[src/pkg/fbi_pkg.sv]
// Constants for the FIFO, bulk, drive port and debug event status block
package fbi_pkg;
  // ----------------------------------------
  // Register indices and byte addresses
  // ----------------------------------------
  localparam logic [7:0] FIFO_EVT_IDX = 8'h04;
  localparam logic [7:0] BULK_EVT_IDX = 8'h05;
  localparam logic [7:0] DRV_EVT_IDX = 8'h06;
  localparam logic [7:0] DBG_EVT_IDX = 8'h07;
  localparam logic [7:0] CTRL_IDX = 8'h20;
  localparam logic [9:0] FIFO_EVT_ADR = {FIFO_EVT_IDX, 2'b00};
  localparam logic [9:0] BULK_EVT_ADR = {BULK_EVT_IDX, 2'b00};
  localparam logic [9:0] DRV_EVT_ADR = {DRV_EVT_IDX, 2'b00};
  localparam logic [9:0] DBG_EVT_ADR = {DBG_EVT_IDX, 2'b00};
  localparam logic [9:0] CTRL_ADR = {CTRL_IDX, 2'b00};
  // ----------------------------------------
  // Reset values
  // ----------------------------------------
  localparam logic [7:0] EVT_RST = 8'h00;
  localparam logic [7:0] CTRL_RST = 8'h00;
  // ----------------------------------------
  // Field positions
  // ----------------------------------------
  localparam int FE_DESC = 7;
  localparam int FE_RAM = 6;
  localparam int FE_DRV = 5;
  localparam int FE_DMA1 = 4;
  localparam int FE_FULL = 3;
  localparam int FE_EMPTY = 2;
  localparam int FE_DMA0 = 0;
  localparam int BE_CBW_DONE = 7;
  localparam int BE_CBW_LEN = 6;
  localparam int BE_COMMAND_WRAPPER_ERROR = 5;
  localparam int BE_CSW_DONE = 3;
  localparam int BE_STATUS_WRAPPER_ERROR = 2;
  localparam int DE_REG_DONE = 7;
  localparam int DE_REG_ERR = 6;
  localparam int DE_SEQ_DONE = 5;
  localparam int DE_AUTO_DONE = 4;
  localparam int DE_DMA_DONE = 2;
  localparam int DE_IRQ = 1;
  localparam int DE_TERM = 0;
  localparam int GE_CACHE = 7;
  localparam int GE_NEGO = 6;
  localparam int GE_JOIN = 5;
  localparam int GE_WRMISS = 3;
  localparam int CT_AUTO_EN = 0;
  // Implemented bits per register; others read zero
  localparam logic [7:0] FIFO_EVT_MASK = 8'hFD;
  localparam logic [7:0] BULK_EVT_MASK = 8'hEC;
  localparam logic [7:0] DRV_EVT_MASK = 8'hF7;
  localparam logic [7:0] DBG_EVT_MASK = 8'hE8;
  localparam logic [7:0] DBG_W1C_MASK = 8'h60;
  localparam logic [7:0] CTRL_MASK = 8'h01;
  // ----------------------------------------
  // Wrapper lengths in bytes
  // ----------------------------------------
  localparam logic [7:0] CBW_BYTES = 8'h1F;
  localparam logic [7:0] CSW_BYTES = 8'h0D;
endpackage

[src/rtl/fbi_event_status.sv]
// Event status registers for FIFO, bulk wrapper, drive port and debug events
// Contract
// - Writing one clears bit, except read-only debug bits; zero keeps it
// - Descriptor done when full length sent
// - Early status stage: descriptor done plus NAK
// - RAM fetch done when data registers loaded
// - Drive FIFO done: IN empty, OUT complete
// - Second DMA FIFO done likewise
// - First DMA FIFO done likewise
// - Selected FIFO full and empty flags
// - Command wrapper done at 31 clean bytes
// - Command wrapper length error if not 31
// - Command wrapper error on transaction error
// - Status wrapper done after 13 bytes
// - Status wrapper error on missing ACK
// - Drive register access done
// - Register access error during sequences
// - Sequential write done
// - Auto status read done
// - Drive DMA done
// - Drive irq edge when auto read off
// - Terminate seen during Ultra-DMA burst
// - Cache miss debug bit, read only
// - Auto negotiation error, write one clears
// - Buffer join conflict debug bit
// - Write miss debug bit, read only
//
// Implementation choice: the Wishbone slave port.
`timescale 1ns/1ns
`default_nettype none
module fbi_event_status (
  input wire logic clk_i,
  input wire logic rst_i,
  // Wishbone slave
  input wire logic wb_cyc_i,
  input wire logic wb_stb_i,
  input wire logic wb_we_i,
  input wire logic [9:0] wb_adr_i,
  input wire logic [3:0] wb_sel_i,
  input wire logic [31:0] wb_dat_i,
  output logic [31:0] wb_dat_o,
  output logic wb_ack_o,
  // Descriptor reply and RAM fetch
  input wire logic desc_all_sent_i,
  input wire logic desc_early_status_i,
  input wire logic ram_fetch_loaded_i,
  output logic out_nak_flag_o,
  // Joined transfers: 0 first DMA, 1 second DMA, 2 drive
  input wire logic [2:0] join_xfer_end_i,
  input wire logic [2:0] join_dir_in_i,
  input wire logic [2:0] join_fifo_empty_i,
  // FIFO chosen by join_status_select
  input wire logic sel_fifo_full_i,
  input wire logic sel_fifo_empty_i,
  // Bulk-only wrappers
  input wire logic cbw_pkt_end_i,
  input wire logic [7:0] cbw_pkt_len_i,
  input wire logic cbw_xact_err_i,
  input wire logic csw_sent_i,
  input wire logic [7:0] csw_sent_len_i,
  input wire logic csw_no_ack_i,
  // Drive port engines
  input wire logic drv_reg_done_i,
  input wire logic drv_reg_req_i,
  input wire logic auto_read_busy_i,
  input wire logic seq_write_busy_i,
  input wire logic seq_write_done_i,
  input wire logic auto_read_done_i,
  input wire logic drv_dma_done_i,
  input wire logic udma_active_i,
  input wire logic drv_terminate_i,
  input wire logic drive_irq_input_i,
  output logic auto_status_read_enable_o,
  // Debug sources
  input wire logic cache_miss_i,
  input wire logic auto_nego_err_i,
  input wire logic join_conflict_i,
  input wire logic write_miss_i
);

  // ----------------------------------------
  // State
  // ----------------------------------------
  logic [7:0] fifo_evt_q;
  logic [7:0] fifo_evt_d;
  logic [7:0] bulk_evt_q;
  logic [7:0] bulk_evt_d;
  logic [7:0] drv_evt_q;
  logic [7:0] drv_evt_d;
  logic [7:0] dbg_evt_q;
  logic [7:0] dbg_evt_d;
  logic [7:0] ctrl_q;
  logic [7:0] ctrl_d;
  logic [2:0] join_wait_q;
  logic [2:0] join_wait_d;
  logic [2:0] join_done;
  logic [2:0] irq_sync_q;
  logic [2:0] irq_sync_d;
  logic irq_level_q;
  logic irq_level_d;
  logic irq_rise;
  logic ack_q;
  logic ack_d;
  logic [31:0] rdat_q;
  logic [31:0] rdat_d;
  logic nak_q;
  logic nak_d;
  logic wr_stb;
  logic [7:0] wr_byte;
  logic [7:0] fifo_set;
  logic [7:0] bulk_set;
  logic [7:0] drv_set;
  logic [7:0] dbg_set;
  logic [7:0] fifo_clr;
  logic [7:0] bulk_clr;
  logic [7:0] drv_clr;
  logic [7:0] dbg_clr;

  // Set wins: hardware event beats a same-cycle clear
  function automatic logic [7:0] upd(input logic [7:0] cur, input logic [7:0] set,
                                     input logic [7:0] clr, input logic [7:0] mask);
    upd = ((cur & ~clr) | set) & mask;
  endfunction

  function automatic logic hit(input logic [9:0] adr, input logic [9:0] reg_adr);
    hit = (adr[9:2] == reg_adr[9:2]);
  endfunction

  // Wrapper length compare, shared by both wrapper checks
  function automatic logic len_is(input logic [7:0] len, input logic [7:0] want);
    len_is = (len == want);
  endfunction

  // ----------------------------------------
  // Bus write strobe
  // ----------------------------------------
  // Write lands on the edge where the master sees ack
  // Only byte lane 0 holds a register; upper lanes are ignored
  always_comb begin
    wr_stb = wb_cyc_i & wb_stb_i & wb_we_i & ack_q & wb_sel_i[0];
    wr_byte = wb_dat_i[7:0];
  end

  // ----------------------------------------
  // Drive interrupt pin synchroniser
  // ----------------------------------------
  // Edge is judged on the last two stages only
  always_comb begin
    irq_sync_d = {irq_sync_q[1:0], drive_irq_input_i};
    irq_level_d = irq_level_q;
    if (irq_sync_q[2] == irq_sync_q[1]) begin
      irq_level_d = irq_sync_q[2];
    end
    irq_rise = (irq_sync_q[2] == irq_sync_q[1]) & irq_sync_q[2] & ~irq_level_q;
  end

  always_ff @(posedge clk_i) begin
    if (rst_i) begin
      irq_sync_q <= 3'h0;
      irq_level_q <= 1'b0;
    end else begin
      irq_sync_q <= irq_sync_d;
      irq_level_q <= irq_level_d;
    end
  end

  // ----------------------------------------
  // Joined transfer completion
  // ----------------------------------------
  // An IN endpoint is done only once its FIFO drains after the transfer
  // An IN FIFO that never drains keeps its channel waiting until reset or an OUT transfer end on that channel
  always_comb begin
    for (int i = 0; i < 3; i++) begin
      join_wait_d[i] = join_wait_q[i];
      join_done[i] = 1'b0;
      if (join_xfer_end_i[i] && !join_dir_in_i[i]) begin
        join_done[i] = 1'b1;
        join_wait_d[i] = 1'b0;
      end else if (join_xfer_end_i[i] || join_wait_q[i]) begin
        if (join_fifo_empty_i[i]) begin
          join_done[i] = 1'b1;
          join_wait_d[i] = 1'b0;
        end else begin
          join_wait_d[i] = 1'b1;
        end
      end
    end
  end

  always_ff @(posedge clk_i) begin
    if (rst_i) begin
      join_wait_q <= 3'h0;
    end else begin
      join_wait_q <= join_wait_d;
    end
  end

  // ----------------------------------------
  // FIFO event sources
  // ----------------------------------------
  always_comb begin
    fifo_set = 8'h00;
    fifo_set[fbi_pkg::FE_DESC] = desc_all_sent_i | desc_early_status_i;
    fifo_set[fbi_pkg::FE_RAM] = ram_fetch_loaded_i;
    fifo_set[fbi_pkg::FE_DRV] = join_done[2];
    fifo_set[fbi_pkg::FE_DMA1] = join_done[1];
    fifo_set[fbi_pkg::FE_DMA0] = join_done[0];
    fifo_set[fbi_pkg::FE_FULL] = sel_fifo_full_i;
    fifo_set[fbi_pkg::FE_EMPTY] = sel_fifo_empty_i;
  end

  // ----------------------------------------
  // Bulk wrapper sources
  // ----------------------------------------
  always_comb begin
    bulk_set = 8'h00;
    bulk_set[fbi_pkg::BE_CBW_DONE] = cbw_pkt_end_i & ~cbw_xact_err_i & len_is(cbw_pkt_len_i, fbi_pkg::CBW_BYTES);
    bulk_set[fbi_pkg::BE_CBW_LEN] = cbw_pkt_end_i & ~len_is(cbw_pkt_len_i, fbi_pkg::CBW_BYTES);
    bulk_set[fbi_pkg::BE_COMMAND_WRAPPER_ERROR] = cbw_pkt_end_i & cbw_xact_err_i;
    bulk_set[fbi_pkg::BE_CSW_DONE] = csw_sent_i & len_is(csw_sent_len_i, fbi_pkg::CSW_BYTES);
    bulk_set[fbi_pkg::BE_STATUS_WRAPPER_ERROR] = csw_no_ack_i;
  end

  // ----------------------------------------
  // Drive port sources
  // ----------------------------------------
  always_comb begin
    drv_set = 8'h00;
    drv_set[fbi_pkg::DE_REG_DONE] = drv_reg_done_i;
    // A colliding access is only flagged here, not blocked
    // access collides with sequence
    drv_set[fbi_pkg::DE_REG_ERR] = drv_reg_req_i & (auto_read_busy_i | seq_write_busy_i);
    drv_set[fbi_pkg::DE_SEQ_DONE] = seq_write_done_i;
    drv_set[fbi_pkg::DE_AUTO_DONE] = auto_read_done_i;
    drv_set[fbi_pkg::DE_DMA_DONE] = drv_dma_done_i;
    drv_set[fbi_pkg::DE_IRQ] = irq_rise & ~ctrl_q[fbi_pkg::CT_AUTO_EN];
    drv_set[fbi_pkg::DE_TERM] = drv_terminate_i & udma_active_i;
  end

  // ----------------------------------------
  // Debug sources
  // ----------------------------------------
  always_comb begin
    dbg_set = 8'h00;
    dbg_set[fbi_pkg::GE_CACHE] = cache_miss_i;
    dbg_set[fbi_pkg::GE_NEGO] = auto_nego_err_i;
    dbg_set[fbi_pkg::GE_JOIN] = join_conflict_i;
    dbg_set[fbi_pkg::GE_WRMISS] = write_miss_i;
  end

  // ----------------------------------------
  // Write-one clears
  // ----------------------------------------
  always_comb begin
    fifo_clr = 8'h00;
    bulk_clr = 8'h00;
    drv_clr = 8'h00;
    dbg_clr = 8'h00;
    if (wr_stb && hit(wb_adr_i, fbi_pkg::FIFO_EVT_ADR)) begin
      fifo_clr = wr_byte;
    end
    if (wr_stb && hit(wb_adr_i, fbi_pkg::BULK_EVT_ADR)) begin
      bulk_clr = wr_byte;
    end
    if (wr_stb && hit(wb_adr_i, fbi_pkg::DRV_EVT_ADR)) begin
      drv_clr = wr_byte;
    end
    if (wr_stb && hit(wb_adr_i, fbi_pkg::DBG_EVT_ADR)) begin
      dbg_clr = wr_byte & fbi_pkg::DBG_W1C_MASK;
    end
  end

  // ----------------------------------------
  // Register update
  // ----------------------------------------
  always_comb begin
    fifo_evt_d = upd(fifo_evt_q, fifo_set, fifo_clr, fbi_pkg::FIFO_EVT_MASK);
    bulk_evt_d = upd(bulk_evt_q, bulk_set, bulk_clr, fbi_pkg::BULK_EVT_MASK);
    drv_evt_d = upd(drv_evt_q, drv_set, drv_clr, fbi_pkg::DRV_EVT_MASK);
    dbg_evt_d = upd(dbg_evt_q, dbg_set, dbg_clr, fbi_pkg::DBG_EVT_MASK);
    ctrl_d = ctrl_q;
    if (wr_stb && hit(wb_adr_i, fbi_pkg::CTRL_ADR)) begin
      ctrl_d = wr_byte & fbi_pkg::CTRL_MASK;
    end
    // NAK flag raised with early status stage
    nak_d = desc_early_status_i & ~desc_all_sent_i;
  end

  always_ff @(posedge clk_i) begin
    if (rst_i) begin
      fifo_evt_q <= fbi_pkg::EVT_RST;
      bulk_evt_q <= fbi_pkg::EVT_RST;
      drv_evt_q <= fbi_pkg::EVT_RST;
      dbg_evt_q <= fbi_pkg::EVT_RST;
      ctrl_q <= fbi_pkg::CTRL_RST;
      nak_q <= 1'b0;
    end else begin
      fifo_evt_q <= fifo_evt_d;
      bulk_evt_q <= bulk_evt_d;
      drv_evt_q <= drv_evt_d;
      dbg_evt_q <= dbg_evt_d;
      ctrl_q <= ctrl_d;
      nak_q <= nak_d;
    end
  end

  // ----------------------------------------
  // Bus answer
  // ----------------------------------------
  // One wait state; unmapped addresses still ack with zero data
  always_comb begin
    ack_d = wb_cyc_i & wb_stb_i & ~ack_q;
    rdat_d = 32'h0000_0000;
    if (ack_d && !wb_we_i) begin
      if (hit(wb_adr_i, fbi_pkg::FIFO_EVT_ADR)) begin
        rdat_d[7:0] = fifo_evt_q;
      end else if (hit(wb_adr_i, fbi_pkg::BULK_EVT_ADR)) begin
        rdat_d[7:0] = bulk_evt_q;
      end else if (hit(wb_adr_i, fbi_pkg::DRV_EVT_ADR)) begin
        rdat_d[7:0] = drv_evt_q;
      end else if (hit(wb_adr_i, fbi_pkg::DBG_EVT_ADR)) begin
        rdat_d[7:0] = dbg_evt_q;
      end else if (hit(wb_adr_i, fbi_pkg::CTRL_ADR)) begin
        rdat_d[7:0] = ctrl_q;
      end
    end
  end

  always_ff @(posedge clk_i) begin
    if (rst_i) begin
      ack_q <= 1'b0;
      rdat_q <= 32'h0000_0000;
    end else begin
      ack_q <= ack_d;
      rdat_q <= rdat_d;
    end
  end

  // ----------------------------------------
  // Outputs
  // ----------------------------------------
  always_comb begin
    wb_ack_o = ack_q;
    wb_dat_o = rdat_q;
    out_nak_flag_o = nak_q;
    auto_status_read_enable_o = ctrl_q[fbi_pkg::CT_AUTO_EN];
  end

endmodule
`default_nettype wire

[config.mk]
export PLATFORM = sky130hd
export DESIGN_NAME = fbi_event_status
export DESIGN_NICKNAME = d
export VERILOG_FILES = /design/src/pkg/fbi_pkg.sv /design/src/rtl/fbi_event_status.sv
export SDC_FILE = /design/constraint.sdc
export NUM_CORES = 1
export LEC_CHECK = 0
export BUFFER_PORTS_ARGS = -buffer_cell sky130_fd_sc_hd__buf_2
export CORE_AREA = 8 8 82 84
export DETAILED_ROUTE_END_ITERATION = 8
export DIE_AREA = 0 0 90 92
export PLACE_DENSITY_LB_ADDON = 0.05
export SKIP_CTS_REPAIR_TIMING = 1
export SLEW_MARGIN = 10
export SYNTH_ARGS = -nofsm -noshare
export SYNTH_HDL_FRONTEND = slang
export SYNTH_SLANG_ARGS = --single-unit
[constraint.sdc]
create_clock -name clk_i -period 1.4 [get_ports clk_i]
set_input_delay 0.28 -clock clk_i [delete_from_list [all_inputs] [get_ports clk_i]]
set_output_delay 0.28 -clock clk_i [all_outputs]
set_load 0.01 [all_outputs]
==> flow_metrics.tcl <==
set metrics [dict create \
    power.share.combinational_pct 12.7 \
    startpoint "wb_ack_o$_SDFF_PP0_" \
    dp_slack_ns -0.1741 \
    endpoint "dbg_evt_q[6]$_SDFF_PP0_" \
    hp-class "input port to register" \
    nFillCells 574 \
    cts_made_buffers 5 \
    die_h_um 92 \
    rrSetupSlack_ns 0.11 \
    hpwl_mm 4.384 \
    port_buffers 80 \
    crit_type "register to register" \
    maxCapViolCount 0 \
    syn_avg_cell_area_um2 8.651 \
    synth-seq-area-share_pct 42.74 \
    synth_top_cell_area_share_pct 42.74 \
    gp_congestion 0.7300 \
    rsz0062_at_grt "false" \
    min_period_ns 1.285 \
    ant_nets 0 \
    fin_ws_ns 0.1147 \
    ir_drop_mv 0.6369 \
    synthCells 222 \
    synth_commonest_cells "dfxtp_1, buf_4, o21ai_0, a21oi_1, nor2_1" \
    io_pins 134 \
    grt_max_degree 34 \
    tritoncts "done" \
    root_buffer "clkbuf_8" \
    crit_arrival_ns 1.49 \
    drv_slew 0 \
    ys_types 41 \
    finalSetupViolCount 0 \
    firstDrtPassIters 4 \
    p_sw_mw 0.5827 \
    syn-cell-area_mm2 0.001921 \
    grt_pass1_vias 1842 \
    core_mm2 0.005405 \
    synth_edf_count 0 \
    swShare_pct 24.33 \
    grt_first_pass_wirelength_mm 8.804 \
    htreeDepth 2 \
    fin_crit_sh_pct 91.81 \
    synth_area_leaders "dfxtp_1, buf_4, o21ai_0, a21oi_1, nor2_1" \
    multi_input_area_um2 928.4 \
    wirelength_mm 5.422 \
    antenna_cells 0 \
    die-width_um 90 \
    placed_cells 387 \
    power_density_mw_per_mm2 931.4 \
    endpoint_kind "register" \
    intPower_mw 1.812 \
    pwr-share-clk_pct 35.6 \
    insertion_delay_ns 0.29 \
    drive_above_1_share_pct 38.39 \
    crit_required_ns 1.61 \
    dr_total_vias 1811 \
    drt_iter0_markers 70 \
    worstReg2RegEnd "dbg_evt_q[6]$_SDFF_PP0_" \
    rows 27 \
    place_area_mm2 0.002464 \
    synth_most_common_cell "dfxtp_1" \
    antenna_found_initial 0 \
    leakage_nw 1.214 \
    worst_setup_path_start_kind "register" \
    status "completed" \
    pwr-share-seq_pct 51.7 \
    synth_ff_type "dfxtp_1" \
    hold_violations 0 \
    grt_overflow_total 0 \
    initial_core_util_pct 35.53 \
    r2r-start "wb_ack_o$_SDFF_PP0_" \
    post-synth-top-area-cell "dfxtp_1" \
    clk_pin_slew_ns 0.08 \
    nNetsFinal 422 \
    reg2reg_depth 5 \
    critPathMaxFanout 8 \
    ys_warn_count 0 \
    design_area_mm2 0.002571 \
    synthArstFlopShare_pct 0 \
    grt_usage_pct 12.86 \
    final_cells 395 \
    max_freq_ghz 0.7780 \
    cts_sinks 41 \
    dieArea_mm2 0.008280 \
    syn_to_final_growth_pct 33.88 \
    skew_ns 0.003183 \
    routed_via_density 4.585 \
    seqCellArea_um2 820.8 \
    cts_buffer_depth 2 \
    ys_seq_elements 41 \
    drc 0 \
    wl_per_cell_um 13.73 \
]
==> routing by layer <==
metal  up-vias  wire length, um  GRT usage [%]
met2        61             2557          21.47
li1        933                -              -
met1       812             2488          15.07
met3         5              324          4.319
met5         -                0              0
met4         0               52          4.577
==> worst min path at each step <==
stage,start,to,slack (ns),cells past startpoint
finish,desc_all_sent_i,out_nak_flag_o$_SDFF_PP0_,0.15,2
global route,desc_all_sent_i,out_nak_flag_o$_SDFF_PP0_,0.16,2
CTS,desc_all_sent_i,out_nak_flag_o$_SDFF_PP0_,0.14,2
detailed placement,irq_sync_q[0]$_SDFF_PP0_,irq_sync_q[1]$_SDFF_PP0_,0.43,1
global placement,irq_sync_q[0]$_SDFF_PP0_,irq_sync_q[1]$_SDFF_PP0_,0.42,1
floorplan,desc_all_sent_i,out_nak_flag_o$_SDFF_PP0_,0.36,1
==> cells by family after synthesis <==
family	synth area share [%]
compound gates	16.81
mux	4.365
buf+inv	13.75
fa+ha+maj	0.6514
other cells	0.1953
flops	42.74
simple gates	21.50
==> cell usage in the layout, fill, tap and decap left out, types with 2 or more instances in the layout <==
master	count
and3_2	2
conb_1	24
nor2_1	17
nor2b_1	3
nor4b_1	3
a31oi_1	4
inv_1	14
nand4_1	2
buf_4	21
mux2i_1	5
nand3_1	6
nor4_2	2
nand4b_1	3
a311oi_1	3
nor4_1	2
o21ai_0	23
a21oi_1	18
nand2_1	11
a22oi_1	3
and3_1	2
nor3_1	4
dfxtp_1	41
buf_2	80
clkbuf_8	7
nand2b_1	3
mux2_2	3
a221oi_1	2
==> layout make-up <==
class | instances | share of cell area [%]
timing repair buffer | 102 | 22.48
multi-input combinational | 158 | 36.11
inverter | 14 | 2.044
sequential | 41 | 31.92
clock buffer | 7 | 3.747
clock inverter | 1 | 0.1946
tap | 72 | 3.504
==> stage by stage <==
| step | hold WS (ns) | setup TNS [ns] | total power, mW | utilization (%) |
|---|---|---|---|---|
| final | 0.1541 | 0 | 2.395 | 47.57 |
| after detailed placement | 0.4283 | -3.147 | 1.569 | 45.58 |
| after CTS | 0.1431 | 0 | 2.417 | 47.45 |
| after floorplan | 0.3558 | 0 | 1.451 | - |
| after global placement | 0.4200 | -3.163 | 1.566 | 45.58 |
| after global routing | 0.1582 | 0 | 2.514 | 47.57 |
==> registers in the layout, summed over array words and instances, names as in the netlist <==
register,count
bulk_evt_q,5
ctrl_q,1
dbg_evt_q,4
drv_evt_q,7
fifo_evt_q,7
irq_level_q,1
irq_sync_q,3
join_wait_q,3
out_nak_flag_o,1
wb_ack_o,1
wb_dat_o,8
==> critical path: stages (launching register included) <==
cell and delay [ns]:
dfxtp_1 0.31, and3_1 0.17, buf_12 0.14, and2_4 0.15, and3_1 0.18, a311oi_1 0.24
==> power groups by stage <==
| stage | clock network, mW | logic [mW] | registers (mW) |
|---|---|---|---|
| after CTS | 0.874 | 0.304 | 1.24 |
| after global routing | 0.927 | 0.341 | 1.25 |
| after global placement | 0 | 0.300 | 1.27 |
| final | 0.852 | 0.304 | 1.24 |
| after detailed placement | 0 | 0.303 | 1.27 |
| after floorplan | 0 | 0.190 | 1.26 |
(Power assumes the default switching activity.)
